`src/uer_defs.vh`:
```
// register offsets, field positions, reset values and timing counts for the usb event block
`ifndef UER_DEFS_VH
`define UER_DEFS_VH

// ----------------------------------------
// register byte offsets
// ----------------------------------------
`define UER_OFS_EVENT_STATUS   8'h00
`define UER_OFS_EVENT_ENABLE   8'h04
`define UER_OFS_ERROR_STATUS   8'h08
`define UER_OFS_ERROR_ENABLE   8'h0c
`define UER_OFS_MODE_CTRL      8'h10
`define UER_OFS_XFER_STATUS    8'h14
`define UER_OFS_EP_BASE        8'h40
`define UER_OFS_EP_LAST        8'h7c

// ----------------------------------------
// event bit positions
// ----------------------------------------
`define UER_EV_STALL           7
`define UER_EV_ATTACH          6
`define UER_EV_RESUME          5
`define UER_EV_IDLE            4
`define UER_EV_TOKEN           3
`define UER_EV_SOF             2
`define UER_EV_ERROR           1
`define UER_EV_RST_DETACH      0

// ----------------------------------------
// error bit positions
// ----------------------------------------
`define UER_ER_STUFF           7
`define UER_ER_OVERRUN         5
`define UER_ER_TURNAROUND      4
`define UER_ER_ALIGN           3
`define UER_ER_CRC16           2
`define UER_ER_CRC5_EOF        1
`define UER_ER_PID             0
`define UER_ER_IMPL_MASK       8'hbf

// ----------------------------------------
// endpoint control bit positions
// ----------------------------------------
`define UER_EP_LOWSPEED        7
`define UER_EP_NORETRY         6
`define UER_EP_CTRL_DIS        4
`define UER_EP_RX_EN           3
`define UER_EP_TX_EN           2
`define UER_EP_STALLED         1
`define UER_EP_HSHK_EN         0
`define UER_EP_IMPL_MASK       8'hdf
`define UER_EP_COMMON_MASK     8'h1f

// ----------------------------------------
// reset values and timing
// ----------------------------------------
`define UER_RESET_BYTE         8'h00
`define UER_CLK_HZ             100000000
`define UER_T_K_NS             2500
`define UER_T_IDLE_US          3000
`define UER_K_CYCLES           ((`UER_T_K_NS * (`UER_CLK_HZ / 1000000) + 999) / 1000)
`define UER_IDLE_CYCLES        (`UER_T_IDLE_US * (`UER_CLK_HZ / 1000000))

`endif

```
`src/uer_line_timer.v`:
```
// line state persistence timer: pulses once when a condition has held long enough
`timescale 1ns/100ps
module uer_line_timer #(
	parameter CNT_W = 20,
	parameter [CNT_W-1:0] LIMIT = 20'd250
) (
	input  wire clk_sys_in,
	input  wire rst_n_in,
	input  wire cond_in,
	output reg  hit_out
);
	reg [CNT_W-1:0] count;
	reg             done;

	// ----------------------------------------
	// count while held, fire once per episode
	// ----------------------------------------
	// one pulse per episode so a long state cannot re-raise a flag after software clears it
	always @(posedge clk_sys_in or negedge rst_n_in) begin
		if (!rst_n_in) begin
			count   <= {CNT_W{1'b0}};
			done    <= 1'b0;
			hit_out <= 1'b0;
		end else if (!cond_in) begin
			count   <= {CNT_W{1'b0}};
			done    <= 1'b0;
			hit_out <= 1'b0;
		end else if (!done && count >= LIMIT - 1'b1) begin
			done    <= 1'b1;
			hit_out <= 1'b1;
		end else begin
			if (!done)
				count <= count + 1'b1;
			hit_out <= 1'b0;
		end
	end
endmodule // uer_line_timer

```
`src/uer_event_regs.v`:
```
// usb event, error, enable and endpoint control registers behind an avalon-mm slave
// What this block does
// - device mode sets stall-sent flag when a stall handshake is sent
// - resume flag set after a k-state holds 2.5 us
// - idle flag set after the bus stays idle 3 ms or more
// - token-done flag set when token processing finishes; status readable
// - clearing token-done advances the transfer status fifo
// - frame-start flag set on received sof or host sof threshold
// - summary error flag set only by an enabled error flag
// - device bus reset flag after 2.5 us reset; once per reset
// - host attach flag when not se0 and no activity 2.5 us
// - host detach flag on removal; once until reset state clears
// - flags clear by writing one, attach also clears in device mode; software writes whole words
// - overrun error flag when received bytes exceed buffer count
// - bit-stuff error flag and turnaround timeout flag on their events
// - byte alignment error when data field is not whole bytes
// - data crc error on crc16 failure, pid error on pid failure
// - error bit 1 is token crc5 in device, frame-end in host
// - sixteen endpoint control registers with receive and transmit enables
// - control disable rejects setup only when both directions enabled
// - each endpoint register holds a stalled status bit
// - handshakes happen only when the endpoint handshake enable is set
// - endpoint 0 in host mode holds low-speed and nak retry disable
`timescale 1ns/100ps
`include "uer_defs.vh"
module uer_event_regs #(
	parameter NUM_EP = 16,
	parameter IDLE_CYCLES = `UER_IDLE_CYCLES
) (
	input  wire        clk_sys_in,
	input  wire        rst_n_in,
	input  wire [7:0]  avs_address_in,
	input  wire        avs_read_in,
	input  wire        avs_write_in,
	input  wire [31:0] avs_writedata_in,
	input  wire [3:0]  avs_byteenable_in,
	output reg  [31:0] avs_readdata_out,
	output wire        avs_waitrequest_out,
	input  wire        host_mode_in,
	input  wire        stall_sent_in,
	input  wire        k_state_in,
	input  wire        idle_state_in,
	input  wire        se0_state_in,
	input  wire        bus_activity_in,
	input  wire        token_done_in,
	input  wire [7:0]  token_status_in,
	input  wire        sof_seen_in,
	input  wire        detach_seen_in,
	input  wire        stuff_err_in,
	input  wire        overrun_err_in,
	input  wire        turnaround_err_in,
	input  wire        align_err_in,
	input  wire        crc16_err_in,
	input  wire        crc5_eof_err_in,
	input  wire        pid_err_in,
	input  wire [3:0]  ep_sel_in,
	input  wire        setup_token_in,
	output reg         ep_rx_ok_out,
	output reg         ep_tx_ok_out,
	output reg         ep_setup_ok_out,
	output reg         ep_handshake_out,
	output reg         low_speed_direct_out,
	output reg         nak_retry_out,
	output wire        usb_irq_out
);
	// ----------------------------------------
	// reset release and state
	// ----------------------------------------
	reg        rst_meta;
	reg        rst_sync_n;
	reg [7:0]  usb_event_status;
	reg [7:0]  usb_event_enable;
	reg [7:0]  usb_error_status;
	reg [7:0]  usb_error_enable;
	reg [7:0]  xfer_stat [0:1];
	reg [1:0]  xfer_count;
	reg [7:0]  endpoint_control [0:NUM_EP-1];
	reg        answered;
	reg        detach_seen;
	reg [7:0]  next_event;
	reg [7:0]  next_error;
	reg [7:0]  ev_set;
	reg [7:0]  er_set;
	reg [7:0]  ev_clr;
	reg [7:0]  er_clr;
	reg [7:0]  ep_rd;
	wire       k_hit;
	wire       rst_hit;
	wire       attach_hit;
	wire       idle_hit;
	wire       wr_ok;
	wire       rd_ok;
	wire       ep_hit;
	wire [3:0] ep_idx;
	wire [7:0] ep_cur;
	wire       xfer_pop;
	wire       xfer_push;

	// timer limits cut to the counter width on purpose
	localparam [31:0] K_CYCLES = `UER_K_CYCLES;

	always @(posedge clk_sys_in or negedge rst_n_in) begin
		if (!rst_n_in) begin
			rst_meta   <= 1'b0;
			rst_sync_n <= 1'b0;
		end else begin
			rst_meta   <= 1'b1;
			rst_sync_n <= rst_meta;
		end
	end

	// ----------------------------------------
	// line state timers
	// ----------------------------------------
	uer_line_timer #(.CNT_W(20), .LIMIT(K_CYCLES[19:0])) u_k_timer (
		.clk_sys_in (clk_sys_in),
		.rst_n_in   (rst_sync_n),
		.cond_in    (k_state_in),
		.hit_out    (k_hit)
	);
	uer_line_timer #(.CNT_W(20), .LIMIT(K_CYCLES[19:0])) u_rst_timer (
		.clk_sys_in (clk_sys_in),
		.rst_n_in   (rst_sync_n),
		.cond_in    (se0_state_in & ~host_mode_in),
		.hit_out    (rst_hit)
	);
	uer_line_timer #(.CNT_W(20), .LIMIT(K_CYCLES[19:0])) u_attach_timer (
		.clk_sys_in (clk_sys_in),
		.rst_n_in   (rst_sync_n),
		.cond_in    (host_mode_in & ~se0_state_in & ~bus_activity_in),
		.hit_out    (attach_hit)
	);
	uer_line_timer #(.CNT_W(20), .LIMIT(IDLE_CYCLES[19:0])) u_idle_timer (
		.clk_sys_in (clk_sys_in),
		.rst_n_in   (rst_sync_n),
		.cond_in    (idle_state_in),
		.hit_out    (idle_hit)
	);

	// ----------------------------------------
	// bus decode
	// ----------------------------------------
	// one wait cycle so read data comes from a flop
	assign avs_waitrequest_out = (avs_read_in | avs_write_in) & ~answered;
	// writes land only on the edge where waitrequest is low
	assign wr_ok     = avs_write_in & answered & avs_byteenable_in[0];
	assign rd_ok     = avs_read_in & ~answered;
	assign ep_hit    = (avs_address_in >= `UER_OFS_EP_BASE) && (avs_address_in <= `UER_OFS_EP_LAST);
	assign ep_idx    = avs_address_in[5:2];
	assign ep_cur    = endpoint_control[ep_sel_in];
	assign xfer_pop  = wr_ok && avs_address_in == `UER_OFS_EVENT_STATUS
		&& avs_writedata_in[`UER_EV_TOKEN] && usb_event_status[`UER_EV_TOKEN];
	assign xfer_push = token_done_in && xfer_count != 2'd2;

	// ----------------------------------------
	// flag set and clear terms
	// ----------------------------------------
	always @* begin
		ev_set = 8'h00;
		er_set = 8'h00;
		ev_set[`UER_EV_STALL]  = stall_sent_in & ~host_mode_in;
		ev_set[`UER_EV_ATTACH] = attach_hit;
		ev_set[`UER_EV_RESUME] = k_hit;
		ev_set[`UER_EV_IDLE]   = idle_hit;
		ev_set[`UER_EV_TOKEN]  = token_done_in | (xfer_pop & xfer_count == 2'd2);
		ev_set[`UER_EV_SOF]    = sof_seen_in;
		ev_set[`UER_EV_RST_DETACH] = host_mode_in ? (detach_seen_in & ~detach_seen) : rst_hit;
		er_set[`UER_ER_STUFF]      = stuff_err_in;
		er_set[`UER_ER_TURNAROUND] = turnaround_err_in;
		er_set[`UER_ER_OVERRUN]    = overrun_err_in;
		er_set[`UER_ER_ALIGN]      = align_err_in;
		er_set[`UER_ER_CRC16]      = crc16_err_in;
		er_set[`UER_ER_PID]        = pid_err_in;
		er_set[`UER_ER_CRC5_EOF]   = crc5_eof_err_in;
		ev_clr = 8'h00;
		er_clr = 8'h00;
		if (wr_ok && avs_address_in == `UER_OFS_EVENT_STATUS)
			ev_clr = avs_writedata_in[7:0];
		if (wr_ok && avs_address_in == `UER_OFS_ERROR_STATUS)
			er_clr = avs_writedata_in[7:0];
		// set wins over a clear in the same cycle
		next_error = ((usb_error_status & ~er_clr) | er_set) & `UER_ER_IMPL_MASK;
		ev_set[`UER_EV_ERROR]  = |(next_error & usb_error_enable);
		next_event = (usb_event_status & ~ev_clr) | ev_set;
		if (host_mode_in)
			next_event[`UER_EV_STALL] = usb_event_status[`UER_EV_STALL] & ~ev_clr[`UER_EV_STALL];
		else
			next_event[`UER_EV_ATTACH] = 1'b0;
	end

	// ----------------------------------------
	// register writes
	// ----------------------------------------
	always @(posedge clk_sys_in or negedge rst_sync_n) begin
		if (!rst_sync_n) begin
			usb_event_status <= `UER_RESET_BYTE;
			usb_event_enable <= `UER_RESET_BYTE;
			usb_error_status <= `UER_RESET_BYTE;
			usb_error_enable <= `UER_RESET_BYTE;
			detach_seen      <= 1'b0;
			answered         <= 1'b0;
		end else begin
			answered         <= (avs_read_in | avs_write_in) & ~answered;
			usb_event_status <= next_event;
			usb_error_status <= next_error;
			// detach holds off until the host returns the line to reset state
			if (!host_mode_in || se0_state_in)
				detach_seen <= 1'b0;
			else if (detach_seen_in)
				detach_seen <= 1'b1;
			if (wr_ok && avs_address_in == `UER_OFS_EVENT_ENABLE)
				usb_event_enable <= avs_writedata_in[7:0];
			if (wr_ok && avs_address_in == `UER_OFS_ERROR_ENABLE)
				usb_error_enable <= avs_writedata_in[7:0] & `UER_ER_IMPL_MASK;
		end
	end

	// ----------------------------------------
	// transfer status fifo, two entries
	// ----------------------------------------
	// a full fifo drops new tokens; the engine is expected to stall first
	always @(posedge clk_sys_in or negedge rst_sync_n) begin
		if (!rst_sync_n) begin
			xfer_stat[0] <= `UER_RESET_BYTE;
			xfer_stat[1] <= `UER_RESET_BYTE;
			xfer_count   <= 2'd0;
		end else if (xfer_pop && xfer_count != 2'd0) begin
			xfer_stat[0] <= (xfer_push && xfer_count == 2'd1) ? token_status_in : xfer_stat[1];
			if (xfer_push && xfer_count == 2'd2)
				xfer_stat[1] <= token_status_in;
			if (!xfer_push)
				xfer_count <= xfer_count - 2'd1;
		end else if (xfer_push) begin
			xfer_stat[xfer_count[0]] <= token_status_in;
			xfer_count <= xfer_count + 2'd1;
		end
	end

	// ----------------------------------------
	// endpoint control registers
	// ----------------------------------------
	genvar g;
	generate
		for (g = 0; g < NUM_EP; g = g + 1) begin : g_ep
			always @(posedge clk_sys_in or negedge rst_sync_n) begin
				if (!rst_sync_n) begin
					endpoint_control[g] <= `UER_RESET_BYTE;
				end else begin
					if (wr_ok && ep_hit && ep_idx == g)
						endpoint_control[g] <= avs_writedata_in[7:0]
							& ((g == 0) ? `UER_EP_IMPL_MASK : `UER_EP_COMMON_MASK);
					// a stall in the same cycle as a write still shows up
					if (stall_sent_in && ep_sel_in == g)
						endpoint_control[g][`UER_EP_STALLED] <= 1'b1;
				end
			end
		end
	endgenerate

	// ----------------------------------------
	// endpoint permissions for the engine
	// ----------------------------------------
	always @(posedge clk_sys_in or negedge rst_sync_n) begin
		if (!rst_sync_n) begin
			ep_rx_ok_out         <= 1'b0;
			ep_tx_ok_out         <= 1'b0;
			ep_setup_ok_out      <= 1'b0;
			ep_handshake_out     <= 1'b0;
			low_speed_direct_out <= 1'b0;
			nak_retry_out        <= 1'b0;
		end else begin
			ep_rx_ok_out     <= ep_cur[`UER_EP_RX_EN];
			ep_tx_ok_out     <= ep_cur[`UER_EP_TX_EN];
			ep_setup_ok_out  <= setup_token_in & ep_cur[`UER_EP_RX_EN] & ep_cur[`UER_EP_TX_EN]
				& ~ep_cur[`UER_EP_CTRL_DIS];
			ep_handshake_out <= ep_cur[`UER_EP_HSHK_EN];
			low_speed_direct_out <= host_mode_in & endpoint_control[0][`UER_EP_LOWSPEED];
			nak_retry_out    <= host_mode_in & ~endpoint_control[0][`UER_EP_NORETRY];
		end
	end

	// ----------------------------------------
	// read mux
	// ----------------------------------------
	always @* begin
		ep_rd = endpoint_control[ep_idx];
		if (ep_idx != 4'd0 || !host_mode_in)
			ep_rd = ep_rd & `UER_EP_COMMON_MASK;
	end

	always @(posedge clk_sys_in or negedge rst_sync_n) begin
		if (!rst_sync_n) begin
			avs_readdata_out <= 32'h0000_0000;
		end else if (rd_ok) begin
			avs_readdata_out <= 32'h0000_0000;
			if (ep_hit)
				avs_readdata_out[7:0] <= ep_rd;
			else
				case (avs_address_in)
					`UER_OFS_EVENT_STATUS: avs_readdata_out[7:0] <= usb_event_status;
					`UER_OFS_EVENT_ENABLE: avs_readdata_out[7:0] <= usb_event_enable
						& (host_mode_in ? 8'hff : 8'hbf);
					`UER_OFS_ERROR_STATUS: avs_readdata_out[7:0] <= usb_error_status;
					`UER_OFS_ERROR_ENABLE: avs_readdata_out[7:0] <= usb_error_enable;
					`UER_OFS_MODE_CTRL:    avs_readdata_out[0] <= host_mode_in;
					`UER_OFS_XFER_STATUS:  avs_readdata_out[7:0] <= xfer_stat[0];
					default:               avs_readdata_out <= 32'h0000_0000;
				endcase
		end
	end

	// ----------------------------------------
	// interrupt request
	// ----------------------------------------
	assign usb_irq_out = |(usb_event_status & usb_event_enable
		& (host_mode_in ? 8'hff : 8'hbf));
endmodule // uer_event_regs

```
`config.mk`:
```
export PLATFORM = sky130hd
export DESIGN_NAME = uer_event_regs
export DESIGN_NICKNAME = d
export VERILOG_FILES = /design/src/uer_line_timer.v /design/src/uer_event_regs.v
export VERILOG_INCLUDE_DIRS = /design/src
export SDC_FILE = /design/constraint.sdc
export NUM_CORES = 1
export LEC_CHECK = 0
export ABC_CLOCK_PERIOD_IN_PS = 20300
export BUFFER_PORTS_ARGS = -buffer_cell sky130_fd_sc_hd__buf_4
export CORE_UTILIZATION = 40
export DETAILED_ROUTE_END_ITERATION = 8
export PLACE_DENSITY = 0.59
export SYNTH_ARGS = -nofsm -noshare
export SYNTH_HDL_FRONTEND = slang
export SYNTH_SLANG_ARGS = --single-unit
```
`constraint.sdc`:
```
create_clock -name clk_sys_in -period 20.3 [get_ports clk_sys_in]
set_input_delay 4.06 -clock clk_sys_in [delete_from_list [all_inputs] [get_ports clk_sys_in]]
set_output_delay 4.06 -clock clk_sys_in [all_outputs]
set_load 0.05 [all_outputs]
```
; ---- After elaboration in Yosys (flattened, before gate mapping)
; Index checks and enable logic that the tools add are counted.
[totals]
reg_bits = 236
latchBits = 0
ramBits = 0
mem_bits_ro = 0
in_bits = 77
output_inout_bits = 40
wordCells = 344
n_memories = 0
[op_classes]
add_sub_neg = 6
multipliers = 0
n_div = 0
order_cmp = 10
n_eq_ne = 52
shift = 0
n_mux = 88
bitwise_logic = 39
n_reduce_logical = 87
[ops]
columns = cell, n
row1 = $mux 20, 12
row2 = $add 20x1->20 const B, 4
row3 = $mux 8, 9
row4 = $bmux 8 s4, 2
row5 = $eq 4x4->1 const B, 16
row6 = $ge 20x8->1 const B, 3
row7 = $logic_and 1x1->1, 49
row8 = $and 8x8->8, 6
row9 = $mux 2, 19
row10 = $reduce_bool 2->1, 19
row11 = $mux 1, 37
row12 = $pmux 7 s5, 1
row13 = $eq 4x3->1 const B, 8
row14 = $mux 16, 2
row15 = $ne 2x2->1 const B, 12
row16 = $ge 20x19->1 const B, 1
row17 = $and 1x1->1, 16
row18 = $bwmux 16, 1
row19 = $eq 4x2->1 const B, 4
row20 = $eq 8x4->1 const B, 2
row21 = $eq 8x5->1 const B, 2
row22 = $not 8->8, 2
row23 = $or 8x8->8, 2
row24 = $reduce_or 8->1, 2
row25 = 26 further kinds, 51

; ---- Logic depth before layout (Yosys ltp)
[depth]
depth_word = 11
depth_mapped = 9

; ---- Hierarchy
; From an unflattened synthesis, not the netlist that was laid out.
[hier_totals]
hier_cells = 986
area_unflattened_um2 = 12052.8
[by_module_without_submodules]
columns = module, n_inst, cells_each, area_each_um2, seq_area_each_um2
row1 = uer_event_regs, 1, 604, 7717.4, 3703.6
row2 = uer_line_timer at u_attach_timer ..., 3, 86, 1017.2, 550.5
row3 = uer_line_timer at u_idle_timer, 1, 124, 1283.7, 550.5

; ---- Worst setup path after synthesis
; No wires, ideal clock.
[synth_path]
kind = input -> output
start = input avs_write_in
end = output avs_waitrequest_out
arrival_ns = 4.757
t_required_ns = 16.240
setup_slack_ns = 11.483
stages = 2
path_buffers = 0
cell_sequence = nor2_1 nor2_1
[synth_between]
elab_chain_cells = 2
[synth_lines]
columns = element, line
row1 = start: declaration, uer_event_regs.v:34  ; input wire avs_write_in,
row2 = $or 1x1->1, uer_event_regs.v:144  ; assign avs_waitrequest_out = (avs_read_in | avs_write_in) & ~answered;
row3 = $and 1x1->1, uer_event_regs.v:144
row4 = end: declaration, uer_event_regs.v:38  ; output wire avs_waitrequest_out,
; Every way passes these cells.

; ---- Final worst setup path
[layout_path]
start = input host_mode_in
end = output usb_irq_out
[layout_between]
elab_chain_cells = 3
[layout_lines]
columns = element, line
row1 = start: declaration, uer_event_regs.v:39  ; input wire host_mode_in,
row2 = $mux 7, uer_event_regs.v:316  ; & (host_mode_in ? 8'hff : 8'hbf));
row3 = $and 8x8->8, uer_event_regs.v:316
row4 = $reduce_or 8->1, uer_event_regs.v:315  ; assign usb_irq_out = |(usb_event_status & usb_event_enable
row5 = end: declaration, uer_event_regs.v:64  ; output wire usb_irq_out
; Every way passes these cells.

==> results.sh <==
export IMPL_syn_avg_cell_area_um2=11.8
export IMPL_critPathBufInv=2
export IMPL_cp_slowest_stage_delay_ps=210
export IMPL_nNetsFinal=1132
export IMPL_clk_latency_ps=550
export IMPL_slowest_stage="buf_4"
export IMPL_hold_class="register to register"
export IMPL_core_area_um2=28800
export IMPL_placed_area_um2=12500
export IMPL_port_buffers=65
export IMPL_fp_row_count=62
export IMPL_post_cts_buffers=0
export IMPL_synth_warnings=0
export IMPL_synth_area_leader_cell="dfrtp_1"
export IMPL_clockBufferDepth=3
export IMPL_drv_slew=0
export IMPL_p_per_area_nw_per_um2=88.8
export IMPL_cp_arrival_ps=4610
export IMPL_grt_overflow_total=0
export IMPL_tightest_slew_ps=995
export IMPL_ys_seq_elements=236
export IMPL_drt_pass1_iter_count=5
export IMPL_die_x_um=173
export IMPL_finalSetupTns_ps=0
export IMPL_worst_path_stages=4
export IMPL_die_area_um2=30000
export IMPL_period_needed_ps=8670
export IMPL_synth_cell_type_count=61
export IMPL_cts_hold_buf=0
export IMPL_p_leak_uw=0.00600
export IMPL_r2r_cells=6
export IMPL_ir_drop_v=0.0000625
export IMPL_finalHoldViolations=0
export IMPL_start_util=0.408
export IMPL_htree_num_levels=1
export IMPL_synthTopCellsByArea="dfrtp_1 50%, mux2_2 9.4%, mux4_2 8.4%"
export IMPL_postCtsResizedCells=0
export IMPL_vias=7767
export IMPL_drc=0
export IMPL_fmaxAchievable_ghz=0.115
export IMPL_critPathKind="input port to output port"
export IMPL_rsz0062_at_grt="no"
export IMPL_place_hpwl_um=17900
export IMPL_async_flop_share=1.00
export IMPL_wire_per_inst_um=18.5
export IMPL_final_area_um2=13400
export IMPL_drt_wl_total_um=26700
export IMPL_yosys_most_used_dff="dfrtp_1"
export IMPL_layout_drive_gt1_share=0.252
export IMPL_status="finished, final reports clean"
export IMPL_clock_sinks=236
export IMPL_ant_nets=0
export IMPL_max_cap_violations=0
export IMPL_skew_ps=36.8
export IMPL_yosysMostFrequentCell="dfrtp_1"
export IMPL_post_route_period_util=0.427
export IMPL_cts_tree="done"
export IMPL_critPathCaptureType="output port"
export IMPL_synth_cells=992
export IMPL_area_growth_pct=13.9
export IMPL_synth_seq_area_share=0.503
export IMPL_grt_pass1_wl_um=43800
export IMPL_worstPathRequired_ps=16240
export IMPL_fin_hold_ws_ps=355
export IMPL_syn_cell_area_um2=11700
export IMPL_slew_headroom=0.331
export IMPL_antenna_found_initial=2
export IMPL_die_h_um=173
export IMPL_setup_violations=0
export IMPL_synth_top_area_frac=0.503
export IMPL_synth_edf_count=0
export IMPL_drtIter0Drc=468
export IMPL_grt_usage=0.182
export IMPL_grt_max_degree=69
export IMPL_cts_clk_slew_worst_paths_ps=60
export IMPL_via_per_inst=5.37
export IMPL_cts_root_buf="clkbuf_16"
export IMPL_place_congestion=0.785
export IMPL_cp_top_family="buffers and inverters"
export IMPL_io_pins=117
export IMPL_hold_depth=0
export IMPL_path_max_fanout=13
export IMPL_cp_start_kind="input port"
export IMPL_grt_pass1_vias=7761
export IMPL_cts_buffers=28
export IMPL_worstPathCellList="buf_4, nand3_1, nand3_1, buf_4"
export IMPL_yosys_top_cells_count="236 x dfrtp_1, 98 x mux2_2, 71 x nand2_1, 52 x nor2_1, 46 x nand3_1"
## power by group
| group | internal [uW] | leakage (uW) | switching (uW) |
|---|---|---|---|
| registers | 507 | 0.00309 | 25.6 |
| clock network | 297 | 0.000430 | 197 |
| logic | 70.9 | 0.00248 | 89.5 |
| total | 875 | 0.00600 | 312 |
## final timing paths
check	startpoint	endpoint	slack, ps
worst max-delay path	host_mode_in	usb_irq_out	11630
worst min-delay path	rst_meta	rst_sync_n	350
worst max register to register	answered	xfer_stat[15]	17640
worst min register to register	rst_meta	rst_sync_n	350
max in group asynchronous	rst_n_in	rst_sync_n	16900
min in group asynchronous	rst_sync_n	u_idle_timer.count[0]	390
## per-stage QoR
stage	util	power [uW]	cells	worst slack [ps]
6_report	0.464	1190	1446	11630
5_1_grt	0.464	1240	1445	11570
4_1_cts	0.464	1200	1445	11620
3_5_place_dp	0.433	703	1395	11620
3_3_place_gp	0.433	700	1395	11620
2_1_floorplan	-	661	1015	11480
## sequential cells by signal, summed over array words and instances, names as in the netlist, 2 cells and up
| name | count |
|---|---|
| usb_error_enable | 7 |
| u_attach_timer.count | 20 |
| usb_event_status | 8 |
| u_k_timer.count | 20 |
| usb_error_status | 7 |
| xfer_stat | 16 |
| endpoint_control | 82 |
| avs_readdata_out | 8 |
| usb_event_enable | 8 |
| xfer_count | 2 |
| u_rst_timer.count | 20 |
| u_idle_timer.count | 20 |
## layer usage
metal | share of wire | vias up | global-route usage
met4 | 0.024 | 2 | 0.0531
met3 | 0.043 | 43 | 0.0311
met2 | 0.47 | 164 | 0.292
met5 | 0.00041 | - | 0
met1 | 0.46 | 3902 | 0.254
li1 | - | 3656 | -
## worst register-to-register path, delay by kind of cell (launching register included)
kind / cells / cell delay, ps
AOI/OAI and AO/OA: 2 / 540
adders and majority gates: 1 / 360
DFF: 1 / 370
and+or+nand+nor: 3 / 1290
## area by class of cell
cell class,count,area [um2]
Clock buffer,41,801
Timing Repair Buffer,71,533
Antenna cell,1,2.50
Tap cell,384,480
Fill cell,2660,15400
Clock inverter,9,105
Sequential cell,236,5910
Inverter,16,60.1
Multi-Input combinational cell,688,5470
## layout by cell type, fill, tap and decap left out, types with 25 or more instances in the layout
master and instances:
dfrtp_1 235, mux2_2 98, nand2_1 71, buf_4 71, nor2_1 52, nand3_1 46
and2_1 45, mux4_2 44, mux2i_1 33, clkbuf_16 29, o21ai_0 26, conb_1 25
## logic make-up after synthesis
group                      Yosys count  synth area share
AOI/OAI and AO/OA                  119            0.0695
adders and majority gates           14            0.0149
and+or+nand+nor                    337             0.154
other                                2          0.000640
xor gates and xnor gates            18            0.0134
muxes                              175             0.207
buffers and inverters               91            0.0375
DFF                                236             0.503
No activity file was read; power rests on OpenSTA's default activity.
